--- src/shared/config_startup_cfg.svh ---
// Constants of the configuration start-up sequencer
`ifndef CONFIG_STARTUP_CFG_SVH
`define CONFIG_STARTUP_CFG_SVH
`define CSS_CLK_PERIOD_NS 8
`define CSS_CLEAR_TIME_NS 2000
`define CSS_CLEAR_CYCLES ((`CSS_CLEAR_TIME_NS + `CSS_CLK_PERIOD_NS - 1) / `CSS_CLK_PERIOD_NS)
`define CSS_PROG_MIN_NS 300
`define CSS_PROG_CYCLES ((`CSS_PROG_MIN_NS + `CSS_CLK_PERIOD_NS - 1) / `CSS_CLK_PERIOD_NS)
`define CSS_CHAIN_LIMIT 32'hffffffe0
`define CSS_OWN_FRAME_BITS 32'h00000400
`define CSS_LAST_PHASE 3'h7
`define CSS_PIN_SYNC_RST 7'h40
`define CSS_PIN_PROG 6
`define CSS_PIN_INIT 5
`define CSS_PIN_DONE 4
`define CSS_PIN_CONFIG_CLOCK 3
`define CSS_PIN_DIN 2
`define CSS_PIN_UCLK 1
`define CSS_PIN_TCK 0
`endif

--- src/shared/config_startup_pkg.sv ---
// Types of the configuration start-up sequencer
package config_startup_pkg;
  typedef enum logic [2:0] {st_prog_hold, st_clear, st_init_wait, st_load, st_error, st_startup, st_user} seq_state_t;
  typedef enum logic [1:0] {clk_config, clk_user, clk_test} startup_clock_select_t;
  typedef enum logic [1:0] {rel_phase, rel_done, rel_keep} release_mode_t;
  typedef enum logic [1:0] {sec_none, security_level_one, security_level_two} security_t;
  typedef enum logic [1:0] {rb_config, rb_registers, rb_dist_ram, rb_block_ram} readback_sel_t;
endpackage

--- src/core/config_startup_sequencer.sv ---
// Configuration sequencer: memory clear, data load, start-up phases, readback
// Operation
// - Start configuration after power-on reset and after program request.
// - Stages in order: clear memory, load data, start-up phase sequence.
// - Drive init pin low while configuration memory is cleared.
// - Wait after clearing until the init pin reads high.
// - Release init pin when clearing ends, signalling ready for data.
// - Hold global set/reset asserted throughout configuration.
// - Release done pin when configuration is complete.
// - On program request release, restart at memory clearing.
// - Release global set/reset once configuration reaches user mode.
// - Default: tristate released one start-up clock after done.
// - Default: write enable released one start-up clock after tristate.
// - After done, dual-purpose pins become user I/O gated by tristate.
// - Tristate and write-enable release may wait for chained done high.
// - Start-up may pause at a chosen phase for clock-manager lock.
// - Start-up clock: config clock, user clock or test clock.
// - Application may assert global set/reset and tristate itself.
// - Readback blocked at either protected security level.
// - Readback returns config data, registers, distributed and block RAM.
// - Register values captured at an application-chosen instant.
// - Serial chain forwarding supports bitstreams up to the length limit.
// - CRC error during loading drives the init pin low.
// - Done release phase selectable one to six, default four.
// - Write enable may wait for done input or keep its setting.
`timescale 1ns/1ns
`include "config_startup_cfg.svh"
module config_startup_sequencer
(
  input  wire logic                                      sys_clk,
  input  wire logic                                      sys_rst,
  input  wire logic                                      program_request_n,
  input  wire logic                                      init_in,
  output logic                                           init_out,
  output logic                                           init_oe,
  input  wire logic                                      done_in,
  output logic                                           done_out,
  output logic                                           done_oe,
  input  wire logic                                      config_clock,
  input  wire logic                                      config_data_in,
  output logic                                           chain_data_out,
  input  wire logic                                      user_clock,
  input  wire logic                                      test_clock,
  input  wire config_startup_pkg::startup_clock_select_t startup_clock_select,
  input  wire logic [2:0]                                done_release_phase,
  input  wire config_startup_pkg::release_mode_t         tristate_mode,
  input  wire logic [2:0]                                tristate_release_phase,
  input  wire config_startup_pkg::release_mode_t         write_enable_mode,
  input  wire logic [2:0]                                write_enable_release_phase,
  input  wire logic                                      chain_done_wait,
  input  wire logic [2:0]                                lock_wait_phase,
  input  wire logic [3:0]                                lock_wait_select,
  input  wire logic [3:0]                                clock_manager_lock,
  input  wire logic                                      crc_error,
  input  wire logic                                      user_set_reset,
  input  wire logic                                      user_tristate,
  input  wire logic [3:0]                                dual_pin_user_out,
  input  wire logic [3:0]                                dual_pin_user_oe,
  output logic [3:0]                                     dual_pin_out,
  output logic [3:0]                                     dual_pin_oe,
  output logic                                           user_io_enable,
  output logic                                           global_set_reset,
  output logic                                           global_tristate,
  output logic                                           global_write_enable,
  input  wire config_startup_pkg::security_t             security_level,
  input  wire logic                                      readback_request,
  input  wire config_startup_pkg::readback_sel_t         readback_select,
  input  wire logic                                      readback_capture,
  input  wire logic [31:0]                               app_register_state,
  input  wire logic [31:0]                               config_word,
  input  wire logic [31:0]                               dist_ram_word,
  input  wire logic [31:0]                               block_ram_word,
  output logic [31:0]                                    readback_data,
  output logic                                           readback_valid,
  output logic                                           readback_blocked,
  output config_startup_pkg::seq_state_t                 config_state,
  output logic [2:0]                                     startup_phase
);
  import config_startup_pkg::*;

  logic [6:0]  pin_meta_reg;
  logic [6:0]  pin_sync_reg;
  logic [2:0]  clk_prev_reg;
  logic [7:0]  prog_low_reg;
  logic [7:0]  clear_cnt_reg;
  logic [31:0] bit_cnt_reg;
  seq_state_t  state_reg;
  logic [2:0]  phase_reg;
  logic        done_rel_reg;
  logic        gts_rel_reg;
  logic        gwe_rel_reg;
  logic        gsr_reg;
  logic        gts_reg;
  logic        chain_reg;
  logic [3:0]  dual_out_reg;
  logic [31:0] capture_reg;
  logic [31:0] rb_data_reg;
  logic        rb_valid_reg;
  logic        rb_blocked_reg;

  logic        prog_s;
  logic        init_s;
  logic        done_s;
  logic        config_clock_edge;
  logic        stup_edge;
  logic        prog_armed;
  logic        own_loaded;
  logic [2:0]  phase_next;
  logic        wait_chain;
  logic        wait_lock;
  logic        advance;

  // Pins cross into sys_clk through two flops
  always_ff @(posedge sys_clk or posedge sys_rst)
  begin
    if (sys_rst)
    begin
      pin_meta_reg <= `CSS_PIN_SYNC_RST;
      pin_sync_reg <= `CSS_PIN_SYNC_RST;
    end
    else
    begin
      pin_meta_reg <= {program_request_n, init_in, done_in, config_clock, config_data_in, user_clock, test_clock};
      pin_sync_reg <= pin_meta_reg;
    end
  end

  always_ff @(posedge sys_clk or posedge sys_rst)
  begin
    if (sys_rst)
      clk_prev_reg <= 3'h0;
    else
      clk_prev_reg <= {pin_sync_reg[`CSS_PIN_CONFIG_CLOCK], pin_sync_reg[`CSS_PIN_UCLK], pin_sync_reg[`CSS_PIN_TCK]};
  end

  assign prog_s = pin_sync_reg[`CSS_PIN_PROG];
  assign init_s = pin_sync_reg[`CSS_PIN_INIT];
  assign done_s = pin_sync_reg[`CSS_PIN_DONE];
  assign config_clock_edge = pin_sync_reg[`CSS_PIN_CONFIG_CLOCK] & ~clk_prev_reg[2];

  always_comb
  begin
    case (startup_clock_select)
      clk_user: stup_edge = pin_sync_reg[`CSS_PIN_UCLK] & ~clk_prev_reg[1];
      clk_test: stup_edge = pin_sync_reg[`CSS_PIN_TCK] & ~clk_prev_reg[0];
      default:  stup_edge = config_clock_edge;
    endcase
  end

  // Short glitches on the program pin are ignored
  always_ff @(posedge sys_clk or posedge sys_rst)
  begin
    if (sys_rst)
      prog_low_reg <= 8'h00;
    else if (prog_s)
      prog_low_reg <= 8'h00;
    else if (!prog_armed)
      prog_low_reg <= prog_low_reg + 8'h01;
  end

  assign prog_armed = (prog_low_reg == 8'(`CSS_PROG_CYCLES));
  assign own_loaded = (bit_cnt_reg >= `CSS_OWN_FRAME_BITS);

  assign phase_next = phase_reg + 3'h1;
  assign wait_chain = chain_done_wait && !done_s &&
                      (phase_next == tristate_release_phase || phase_next == write_enable_release_phase);
  assign wait_lock = (phase_next == lock_wait_phase) &&
                     ((clock_manager_lock & lock_wait_select) != lock_wait_select);
  assign advance = (state_reg == st_startup) && stup_edge && !wait_chain && !wait_lock;

  always_ff @(posedge sys_clk or posedge sys_rst)
  begin
    if (sys_rst)
      state_reg <= st_clear;
    else if (prog_armed)
      state_reg <= st_prog_hold;
    else
    begin
      case (state_reg)
        st_prog_hold:
          if (prog_s)
            state_reg <= st_clear;
        st_clear:
          if (clear_cnt_reg == 8'(`CSS_CLEAR_CYCLES - 1))
            state_reg <= st_init_wait;
        st_init_wait:
          if (init_s)
            state_reg <= st_load;
        st_load:
          if (crc_error)
            state_reg <= st_error;
          else if (own_loaded)
            state_reg <= st_startup;
        st_startup:
          if (advance && phase_reg == `CSS_LAST_PHASE)
            state_reg <= st_user;
        default:
          state_reg <= state_reg;
      endcase
    end
  end

  always_ff @(posedge sys_clk or posedge sys_rst)
  begin
    if (sys_rst)
      clear_cnt_reg <= 8'h00;
    else if (state_reg == st_clear)
      clear_cnt_reg <= clear_cnt_reg + 8'h01;
    else
      clear_cnt_reg <= 8'h00;
  end

  // Bits past the own frame go down the chain, up to the chain limit
  always_ff @(posedge sys_clk or posedge sys_rst)
  begin
    if (sys_rst)
    begin
      bit_cnt_reg <= 32'h0;
      chain_reg <= 1'b0;
    end
    else if (state_reg == st_clear || state_reg == st_prog_hold)
    begin
      bit_cnt_reg <= 32'h0;
      chain_reg <= 1'b0;
    end
    else if (config_clock_edge && state_reg != st_init_wait && bit_cnt_reg < `CSS_CHAIN_LIMIT)
    begin
      bit_cnt_reg <= bit_cnt_reg + 32'h1;
      if (own_loaded)
        chain_reg <= pin_sync_reg[`CSS_PIN_DIN];
    end
  end

  always_ff @(posedge sys_clk or posedge sys_rst)
  begin
    if (sys_rst)
      phase_reg <= 3'h0;
    else if (state_reg != st_startup && state_reg != st_user)
      phase_reg <= 3'h0;
    else if (advance && phase_reg != `CSS_LAST_PHASE)
      phase_reg <= phase_next;
  end

  // Release flags; defaults 4/5/6 give done, tristate, write enable one clock apart
  always_ff @(posedge sys_clk or posedge sys_rst)
  begin
    if (sys_rst)
    begin
      done_rel_reg <= 1'b0;
      gts_rel_reg <= 1'b0;
      gwe_rel_reg <= 1'b0;
    end
    else if (state_reg == st_startup || state_reg == st_user)
    begin
      if (advance && phase_next == done_release_phase)
        done_rel_reg <= 1'b1;
      if (state_reg == st_user)
        done_rel_reg <= 1'b1;
      if (tristate_mode == rel_done ? done_s : (advance && phase_next == tristate_release_phase))
        gts_rel_reg <= 1'b1;
      if (write_enable_mode == rel_done ? done_s : (advance && phase_next == write_enable_release_phase))
        gwe_rel_reg <= 1'b1;
    end
    else
    begin
      done_rel_reg <= 1'b0;
      if (tristate_mode != rel_keep)
        gts_rel_reg <= 1'b0;
      if (write_enable_mode != rel_keep)
        gwe_rel_reg <= 1'b0;
    end
  end

  always_ff @(posedge sys_clk or posedge sys_rst)
  begin
    if (sys_rst)
    begin
      gsr_reg <= 1'b1;
      gts_reg <= 1'b1;
    end
    else
    begin
      gsr_reg <= (state_reg != st_user) || user_set_reset;
      gts_reg <= !gts_rel_reg || user_tristate;
    end
  end

  always_ff @(posedge sys_clk or posedge sys_rst)
  begin
    if (sys_rst)
      dual_out_reg <= 4'h0;
    else
      dual_out_reg <= dual_pin_user_out;
  end

  // Readback capture and answer
  always_ff @(posedge sys_clk or posedge sys_rst)
  begin
    if (sys_rst)
      capture_reg <= 32'h0;
    else if (readback_capture)
      capture_reg <= app_register_state;
  end

  always_ff @(posedge sys_clk or posedge sys_rst)
  begin
    if (sys_rst)
    begin
      rb_data_reg <= 32'h0;
      rb_valid_reg <= 1'b0;
      rb_blocked_reg <= 1'b0;
    end
    else
    begin
      rb_valid_reg <= readback_request && security_level == sec_none;
      rb_blocked_reg <= readback_request && security_level != sec_none;
      if (readback_request && security_level == sec_none)
      begin
        case (readback_select)
          rb_registers: rb_data_reg <= capture_reg;
          rb_dist_ram:  rb_data_reg <= dist_ram_word;
          rb_block_ram: rb_data_reg <= block_ram_word;
          default:      rb_data_reg <= config_word;
        endcase
      end
    end
  end

  assign init_out = 1'b0;
  assign init_oe = state_reg inside {st_clear, st_prog_hold, st_error};
  assign done_out = 1'b0;
  assign done_oe = !done_rel_reg;
  assign chain_data_out = chain_reg;
  assign user_io_enable = done_s;
  assign dual_pin_out = dual_out_reg;
  assign dual_pin_oe = (done_s && !gts_reg) ? dual_pin_user_oe : 4'h0;
  assign global_set_reset = gsr_reg;
  assign global_tristate = gts_reg;
  assign global_write_enable = gwe_rel_reg;
  assign readback_data = rb_data_reg;
  assign readback_valid = rb_valid_reg;
  assign readback_blocked = rb_blocked_reg;
  assign config_state = state_reg;
  assign startup_phase = phase_reg;
endmodule

--- config.mk ---
export PLATFORM = sky130hd
export DESIGN_NAME = config_startup_sequencer
export DESIGN_NICKNAME = d
export VERILOG_FILES = /design/src/shared/config_startup_pkg.sv /design/src/core/config_startup_sequencer.sv
export VERILOG_INCLUDE_DIRS = /design/src /design/src/shared
export SDC_FILE = /design/constraint.sdc
export NUM_CORES = 1
export LEC_CHECK = 0
export ABC_AREA = 1
export BUFFER_PORTS_ARGS = -buffer_cell sky130_fd_sc_hd__buf_2
export CORE_UTILIZATION = 40
export DETAILED_ROUTE_END_ITERATION = 12
export GPL_TIMING_DRIVEN = 0
export PLACE_DENSITY_LB_ADDON = 0.1
export SKIP_CTS_REPAIR_TIMING = 1
export SLEW_MARGIN = 0
export SYNTH_ARGS = -nofsm -noshare
export SYNTH_HDL_FRONTEND = slang
export SYNTH_SLANG_ARGS = --single-unit
--- constraint.sdc ---
create_clock -name sys_clk -period 5.3 [get_ports sys_clk]
set_input_delay 1.06 -clock sys_clk [delete_from_list [all_inputs] [get_ports sys_clk]]
set_output_delay 1.06 -clock sys_clk [all_outputs]
set_load 0.005 [all_outputs]
==> results of run 1 <==
[area by class of cell]
cell class,instances,area [um^2]
Timing Repair Buffer,235,1200
Multi-Input combinational cell,637,3440
Sequential cell,147,3680
Tap cell,234,293
Antenna cell,3,7.51
Fill cell,1842,8980
Clock buffer,19,443
Buffer,34,176
Clock inverter,13,173
Inverter,97,372
[report_power, final]
part           leakage [uW]  switching (uW)  total, uW  internal (uW)
registers           0.00183            88.6       1340           1250
clock network      0.000298             514       1280            763
logic               0.00251             507        820            312
[kinds of logic (layout without fill, tap and decap cells)]
group | after synthesis | count (layout) | synth area share, %
fa+ha+maj | 10 | 10 | 1.63
simple gates | 435 | 435 | 24.3
compound gates | 144 | 144 | 12.6
other cells | 1 | 5 | 0.0489
xor+xnor | 15 | 15 | 1.71
mux | 31 | 31 | 4.56
flops | 147 | 147 | 48.1
buf+inv | 131 | 398 | 7.09
[per-layer routing]
| layer | share of wire, % | global-route usage [%] |
|---|---|---|
| met3 | 7.4 | 7.66 |
| met5 | 0.043 | 0 |
| met4 | 3.2 | 9.89 |
| met1 | 43 | 31.0 |
| met2 | 46 | 39.2 |
[worst max path at each step]
stage               slack (ns)  cells after the start           startpoint                 to
floorplan                 0.30                      1              sys_rst     bit_cnt_reg[0]
global placement         -1.75                      2              sys_rst    capture_reg[12]
detailed placement        2.66                      7   readback_select[1]  readback_data[20]
CTS                       2.88                      4  dual_pin_user_oe[0]     dual_pin_oe[0]
global route              2.78                     14     startup_phase[0]   startup_phase[0]
finish                    2.88                      4  dual_pin_user_oe[0]     dual_pin_oe[0]
[worst max-delay path: stages]
cell and delay (ns):
sky130_fd_sc_hd__buf_2 0.07, sky130_fd_sc_hd__inv_1 0.03, sky130_fd_sc_hd__nor2_1 0.08, sky130_fd_sc_hd__buf_2 0.12
[Yosys cell counts, types with 10 or more instances]
| master | count |
|---|---|
| sky130_fd_sc_hd__ha_1 | 10 |
| sky130_fd_sc_hd__nand4_1 | 27 |
| sky130_fd_sc_hd__a21oi_1 | 41 |
| sky130_fd_sc_hd__o21ai_0 | 27 |
| sky130_fd_sc_hd__mux2_2 | 31 |
| sky130_fd_sc_hd__nor2_1 | 105 |
| sky130_fd_sc_hd__nor3_1 | 25 |
| sky130_fd_sc_hd__clkbuf_1 | 17 |
| sky130_fd_sc_hd__nand3_1 | 44 |
| sky130_fd_sc_hd__dfrtp_1 | 142 |
| sky130_fd_sc_hd__o21ai_2 | 20 |
| sky130_fd_sc_hd__a41oi_1 | 25 |
| sky130_fd_sc_hd__inv_1 | 72 |
| sky130_fd_sc_hd__inv_2 | 21 |
| sky130_fd_sc_hd__nand2_1 | 216 |
[per-stage QoR]
stage                     total power (uW)  utilization [%]  setup TNS, ns  setup slack, ns
after global routing                  3610             52.1              0             2.78
after global placement                2160             48.6        -248.30            -1.75
after floorplan                       1840                -              0            0.297
final                                 3430             52.1              0             2.88
after detailed placement              2170             48.8              0             2.66
after CTS                             3460             52.1              0             2.88
==> flow_summary.ini, run 1 <==
[status]
status = complete, no violations

[cells_and_area]
layout_common_cells = sky130_fd_sc_hd__buf_2 (243), sky130_fd_sc_hd__nand2_1 (216), sky130_fd_sc_hd__dfrtp_1 (142), sky130_fd_sc_hd__nor2_1 (105), sky130_fd_sc_hd__inv_1 (71)
flow.area_growth_from_synthesis_pct = 27.7
final_cell_area_mm2 = 0.00979
design.final.nets = 1360
final-instance-count-excl-fill = 1419
layout.cells.most_common = sky130_fd_sc_hd__buf_2
drive_gt1_share_pct = 31.6

[global_routing]
grt_pass1_wl_mm = 37.1
antenna_found_initial = 4
vias_in_the_first_global_route = 7079
grt_overflow = 0
grt_start_max_net_pins = 78
grt_util_all_layers_pct = 24.6

[detailed_routing]
detail_route.drc_violations = 0
dr.first_iter.drc_count = 400
route.detailed.wl_per_inst_um = 16.4
ant_nets = 0
detail_route.vias_per_cell = 5.09
drt-pass1-iter-count = 5
num_vias = 7228
drt-total-wl_mm = 23.2

[timing]
hold_slack_ns = 0.343
shortest_period_the_worst_path_allows_ns = 2.42
max_clock_freq_ghz = 0.413
worst-slew-pin-transition_ns = 0.775
period_utilization_post_route_pct = 45.7
report.final.slew_viol_count = 0
final-hold-violation-count = 0
rsz0062_at_grt = false
fin_skew_ns = 0.0132
setup-violations-final = 0
max-slew-margin-rel_pct = 48.3

[yosys]
postSynth.topFlopCell = sky130_fd_sc_hd__dfrtp_1
synth_top_area_share_pct = 46.4
postSynthRegisterBits = 147
synth_warnings = 0
postSynthAreaPerCell_um2 = 8.38
synthesis.area_mm2 = 0.00766
synth-edff-count = 0
yosysUniqueCellTypes = 43
synth.largest_area_cell = sky130_fd_sc_hd__dfrtp_1
yosys-top-cells-area = sky130_fd_sc_hd__dfrtp_1 (46%), sky130_fd_sc_hd__nand2_1 (11%), sky130_fd_sc_hd__nor2_1 (5.1%), sky130_fd_sc_hd__mux2_2 (4.6%), sky130_fd_sc_hd__inv_1 (3.5%)
synth_sequential_area_ratio_pct = 48.1
syn_inst_count = 914
asyncSetResetFlopFracSynth_pct = 100

[floorplanning]
placementRows = 50
placeableCoreArea_mm2 = 0.0188
die_area_mm2 = 0.0197
die_height_um = 140
io-pin-count = 238
initial_utilization_pct = 40.8
die_x_um = 140

[setup_path]
category_of_the_most_critical_setup_path = primary input to output pin
regToRegStartpoint = startup_phase[0]
cp-start-kind = primary input
crit_fanout = 1
arrival_ns = 1.36
reg2reg_to = config_state[1]
rr_worst_depth = 14
setup.worst_path.end_class = output pin
worst_ep_required_time_ns = 4.24
r2r_setup_slk_ns = 3.07

[pwr]
peakVddDrop_v = 0.000224
total_leakage_power_uw = 0.00464
power.density_mw_per_mm2 = 351

[placed_design]
dp.final_hpwl_mm = 17.7
placedCellCount = 1384
detailed_place.area_mm2 = 0.00916
gpl.final_weighted_congestion = 0.921
numPortBuffers = 234

[cts]
clock_tree.buffer_depth = 2
cts_root_buffer = sky130_fd_sc_hd__clkbuf_16
cts_sinks = 147
clock_insertion_delay_worst_skew_ns = 0.43
cts_buffers = 17
clock_tree_from_tritoncts = done
path_clk_slew_ns = 0.06
cts-htree-levels = 4

[min_path]
timing.hold.worst.class = flip-flop to flip-flop
hold_path.startpoint = pin_meta_reg[4]
worstHoldPathCells = 0
min_delay_worst_endpoint = pin_sync_reg[4]

[flow_run]
max_cap_viol_count = 0
No activity file was read; power rests on OpenSTA's default activity.
==> inputs of run 2 (changes only) <==
ABC_AREA = 0   (was 1)
clock period = 2.1 ns   (was 5.3 ns; I/O delays follow)
==> run 2 against run 1 <==
The flow now finishes with violations (setup timing); setup slack worse by 3.0 ns; clock skew increased by 0.0048 ns; worst hold slack worse by 0.32 ns; die area down 3.5%; routed wire length decreased by 15%; combinational power is 82% higher; sequential power rose to 2.5 times the previous value; non-clock buffer count decreased by 1; critical path type is now flip-flop to flip-flop; largest power group unchanged; highest routed layer unchanged.
==> flow_summary.ini, run 2 <==
[cells_and_area]
layout_common_cells = sky130_fd_sc_hd__buf_2 (235), sky130_fd_sc_hd__dfrtp_1 (142), sky130_fd_sc_hd__mux2_2 (64), sky130_fd_sc_hd__nor2_1 (36), sky130_fd_sc_hd__nand2_1 (33)
layout.cells.most_common = sky130_fd_sc_hd__buf_2
flow.area_growth_from_synthesis_pct = 31.3
drive_gt1_share_pct = 47.3
antenna_cells_inserted = 0
final_cell_area_mm2 = 0.00970
design.final.nets = 1061

[global_routing]
grt_start_max_net_pins = 42
grt_util_all_layers_pct = 21.7
grt_pass1_wl_mm = 31.5
grt_overflow = 0
antenna_found_initial = 1
vias_in_the_first_global_route = 6167

[placed_design]
gpl.final_weighted_congestion = 0.866
numPortBuffers = 232
dp.final_hpwl_mm = 15.3
detailed_place.area_mm2 = 0.00897

[yosys]
asyncSetResetFlopFracSynth_pct = 100
yosysUniqueCellTypes = 64
synth_most_common_cell = sky130_fd_sc_hd__dfrtp_1
postSynth.topFlopCell = sky130_fd_sc_hd__dfrtp_1
synthesis.area_mm2 = 0.00739
synth_sequential_area_ratio_pct = 49.9
synth-edff-count = 0
yosys-top-cells-area = sky130_fd_sc_hd__dfrtp_1 (48%), sky130_fd_sc_hd__mux2_2 (10%), sky130_fd_sc_hd__mux4_2 (9.8%), sky130_fd_sc_hd__xor2_1 (1.9%), sky130_fd_sc_hd__nor2_1 (1.9%)
postSynthAreaPerCell_um2 = 12.1
synth_warnings = 0
postSynthRegisterBits = 147
synth_top_area_share_pct = 48.1
synth.largest_area_cell = sky130_fd_sc_hd__dfrtp_1
syn_inst_count = 612
synth.top_cells.by_count = sky130_fd_sc_hd__dfrtp_1 (142), sky130_fd_sc_hd__mux2_2 (67), sky130_fd_sc_hd__nor2_1 (37), sky130_fd_sc_hd__nand2_1 (34), sky130_fd_sc_hd__mux4_2 (32)

[floorplanning]
die_x_um = 138
die_height_um = 138
io-pin-count = 238
placeableCoreArea_mm2 = 0.0180
placementRows = 49
initial_utilization_pct = 41.0
die_area_mm2 = 0.0190

[detailed_routing]
drt-total-wl_mm = 19.7
dr.first_iter.drc_count = 221
drt-pass1-iter-count = 5
ant_nets = 0
detail_route.drc_violations = 0
detail_route.vias_per_cell = 5.33
route.detailed.wl_per_inst_um = 17.7
num_vias = 5925

[timing]
timing.final.ws_setup_ns = -0.106
shortest_period_the_worst_path_allows_ns = 2.21
rsz0062_at_grt = true
worst-slew-pin-transition_ns = 0.953
report.final.slew_viol_count = 0
max_clock_freq_ghz = 0.453
final-hold-violation-count = 0
hold_slack_ns = 0.0244
fin_skew_ns = 0.0181
max-slew-margin-rel_pct = 36.5
setup-violations-final = 3
period_utilization_post_route_pct = 105

[setup_path]
slowest_delay_ns = 0.42
worst_ep_required_time_ns = 2.41
crit_path_top_delay_cell = sky130_fd_sc_hd__dfrtp_1
critical_path.most_common_cell = sky130_fd_sc_hd__ha_4
crit_fanout = 5
setup.worst_path.end_class = flip-flop
category_of_the_most_critical_setup_path = flip-flop to flip-flop
cp-start-kind = flip-flop
arrival_ns = 2.52
timing.critical_path.cells = ha_4, ha_4, xor2_2, nor3_2, o211ai_1, nand4b_1, mux2_4

[status]
violations = setup timing
status = finished with violations

[cts]
cts_root_buffer = sky130_fd_sc_hd__clkbuf_16
cts_sinks = 147
clock_tree_from_tritoncts = done
clock_tree.buffer_depth = 2
cts-htree-levels = 4
clock_insertion_delay_worst_skew_ns = 0.43
cts_buffers = 17
path_clk_slew_ns = 0.07

[pwr]
power.density_mw_per_mm2 = 830
internal_power_uw = 5900
seq_power_share_pct = 42.3
p_clk_share_pct = 39.2
combPwrFrac_pct = 18.4
peakVddDrop_v = 0.000737
netSwitchingPower_uw = 2160
total_leakage_power_uw = 0.00440
p_sw_share_pct = 26.8

[flow_run]
max_cap_viol_count = 0

[min_path]
timing.hold.worst.class = primary input to asynchronous set/reset pin
## run 2: per-stage QoR
stage / setup WS (ns) / power [uW] / utilization, % / cells / TNS, ns
3_3_place_gp: -1.14 / 4840 / 49.3 / 1074 / -172.97
4_1_cts: -0.265 / 8120 / 53.1 / 1110 / -1.04
6_report: -0.106 / 8050 / 53.8 / 1112 / -0.312
2_1_floorplan: -0.163 / 4250 / - / 613 / -23.14
3_5_place_dp: -0.403 / 4930 / 49.8 / 1078 / -11.25
5_1_grt: -0.207 / 8450 / 53.8 / 1112 / -0.768
## run 2: area by class of cell
class                   instances  area [um^2]
clock buffers                  21          450
clock inverters                11          153
inverters                      19         75.1
repair buffers                242         1290
flip-flops and latches        147         3680
plain buffers                  26          123
fillers                      1657         8320
multi-input cells             417         3630
well taps                     229          287
## run 2: cells by family (layout without fill, tap and decap cells)
kind of cell,Yosys count,in the layout,share of synthesized area (%)
DFF,147,147,49.9
buffers and inverters,49,319,2.83
and+or+nand+nor,188,188,14.3
xor gates and xnor gates,26,26,3.08
other,1,2,0.0507
adders and majority gates,10,10,1.69
AOI/OAI and AO/OA,90,90,7.97
muxes,101,101,20.2
## run 2: power groups by stage
stage,registers (uW),logic [uW],clock network [uW]
6_report,3410,1490,3160
3_3_place_gp,3430,1410,0
3_5_place_dp,3450,1480,0
2_1_floorplan,3420,834,0
5_1_grt,3450,1650,3350
4_1_cts,3410,1480,3230
## run 2: critical path, delay by kind of cell, from the launching register on
kind	cells	cell delay, ns
adder cells (fa/ha/maj)	2	0.51
flip-flops	1	0.42
multiplexers	1	0.37
AND/OR/NAND/NOR	2	0.35
AO/OA/AOI/OAI	1	0.28
XOR/XNOR	1	0.16
## run 2: final timing paths
check                                startpoint          endpoint  cells past startpoint  slack, ns
max in group asynchronous               sys_rst  readback_data[6]                      5       1.05
hold / removal                          sys_rst   pin_meta_reg[5]                      2       0.02
setup reg to reg               startup_phase[0]  startup_phase[1]                      7      -0.11
hold reg to reg                 pin_meta_reg[0]   pin_sync_reg[0]                      0       0.36
setup / recovery               startup_phase[0]  startup_phase[1]                      7      -0.11
min in group sys_clk       dual_pin_user_out[1]   dual_pin_out[1]                      1       0.09
## run 2: routing by layer
metal | vias to the layer above | share of wire (%) | wire, um | global-route usage, %
met1 | 2911 | 41 | 8010 | 26.4
li1 | 2786 | - | - | -
met4 | 2 | 1.3 | 248 | 6.34
met2 | 212 | 51 | 10100 | 37.0
met5 | - | 0.061 | 12 | 0
met3 | 14 | 6.9 | 1350 | 6.51
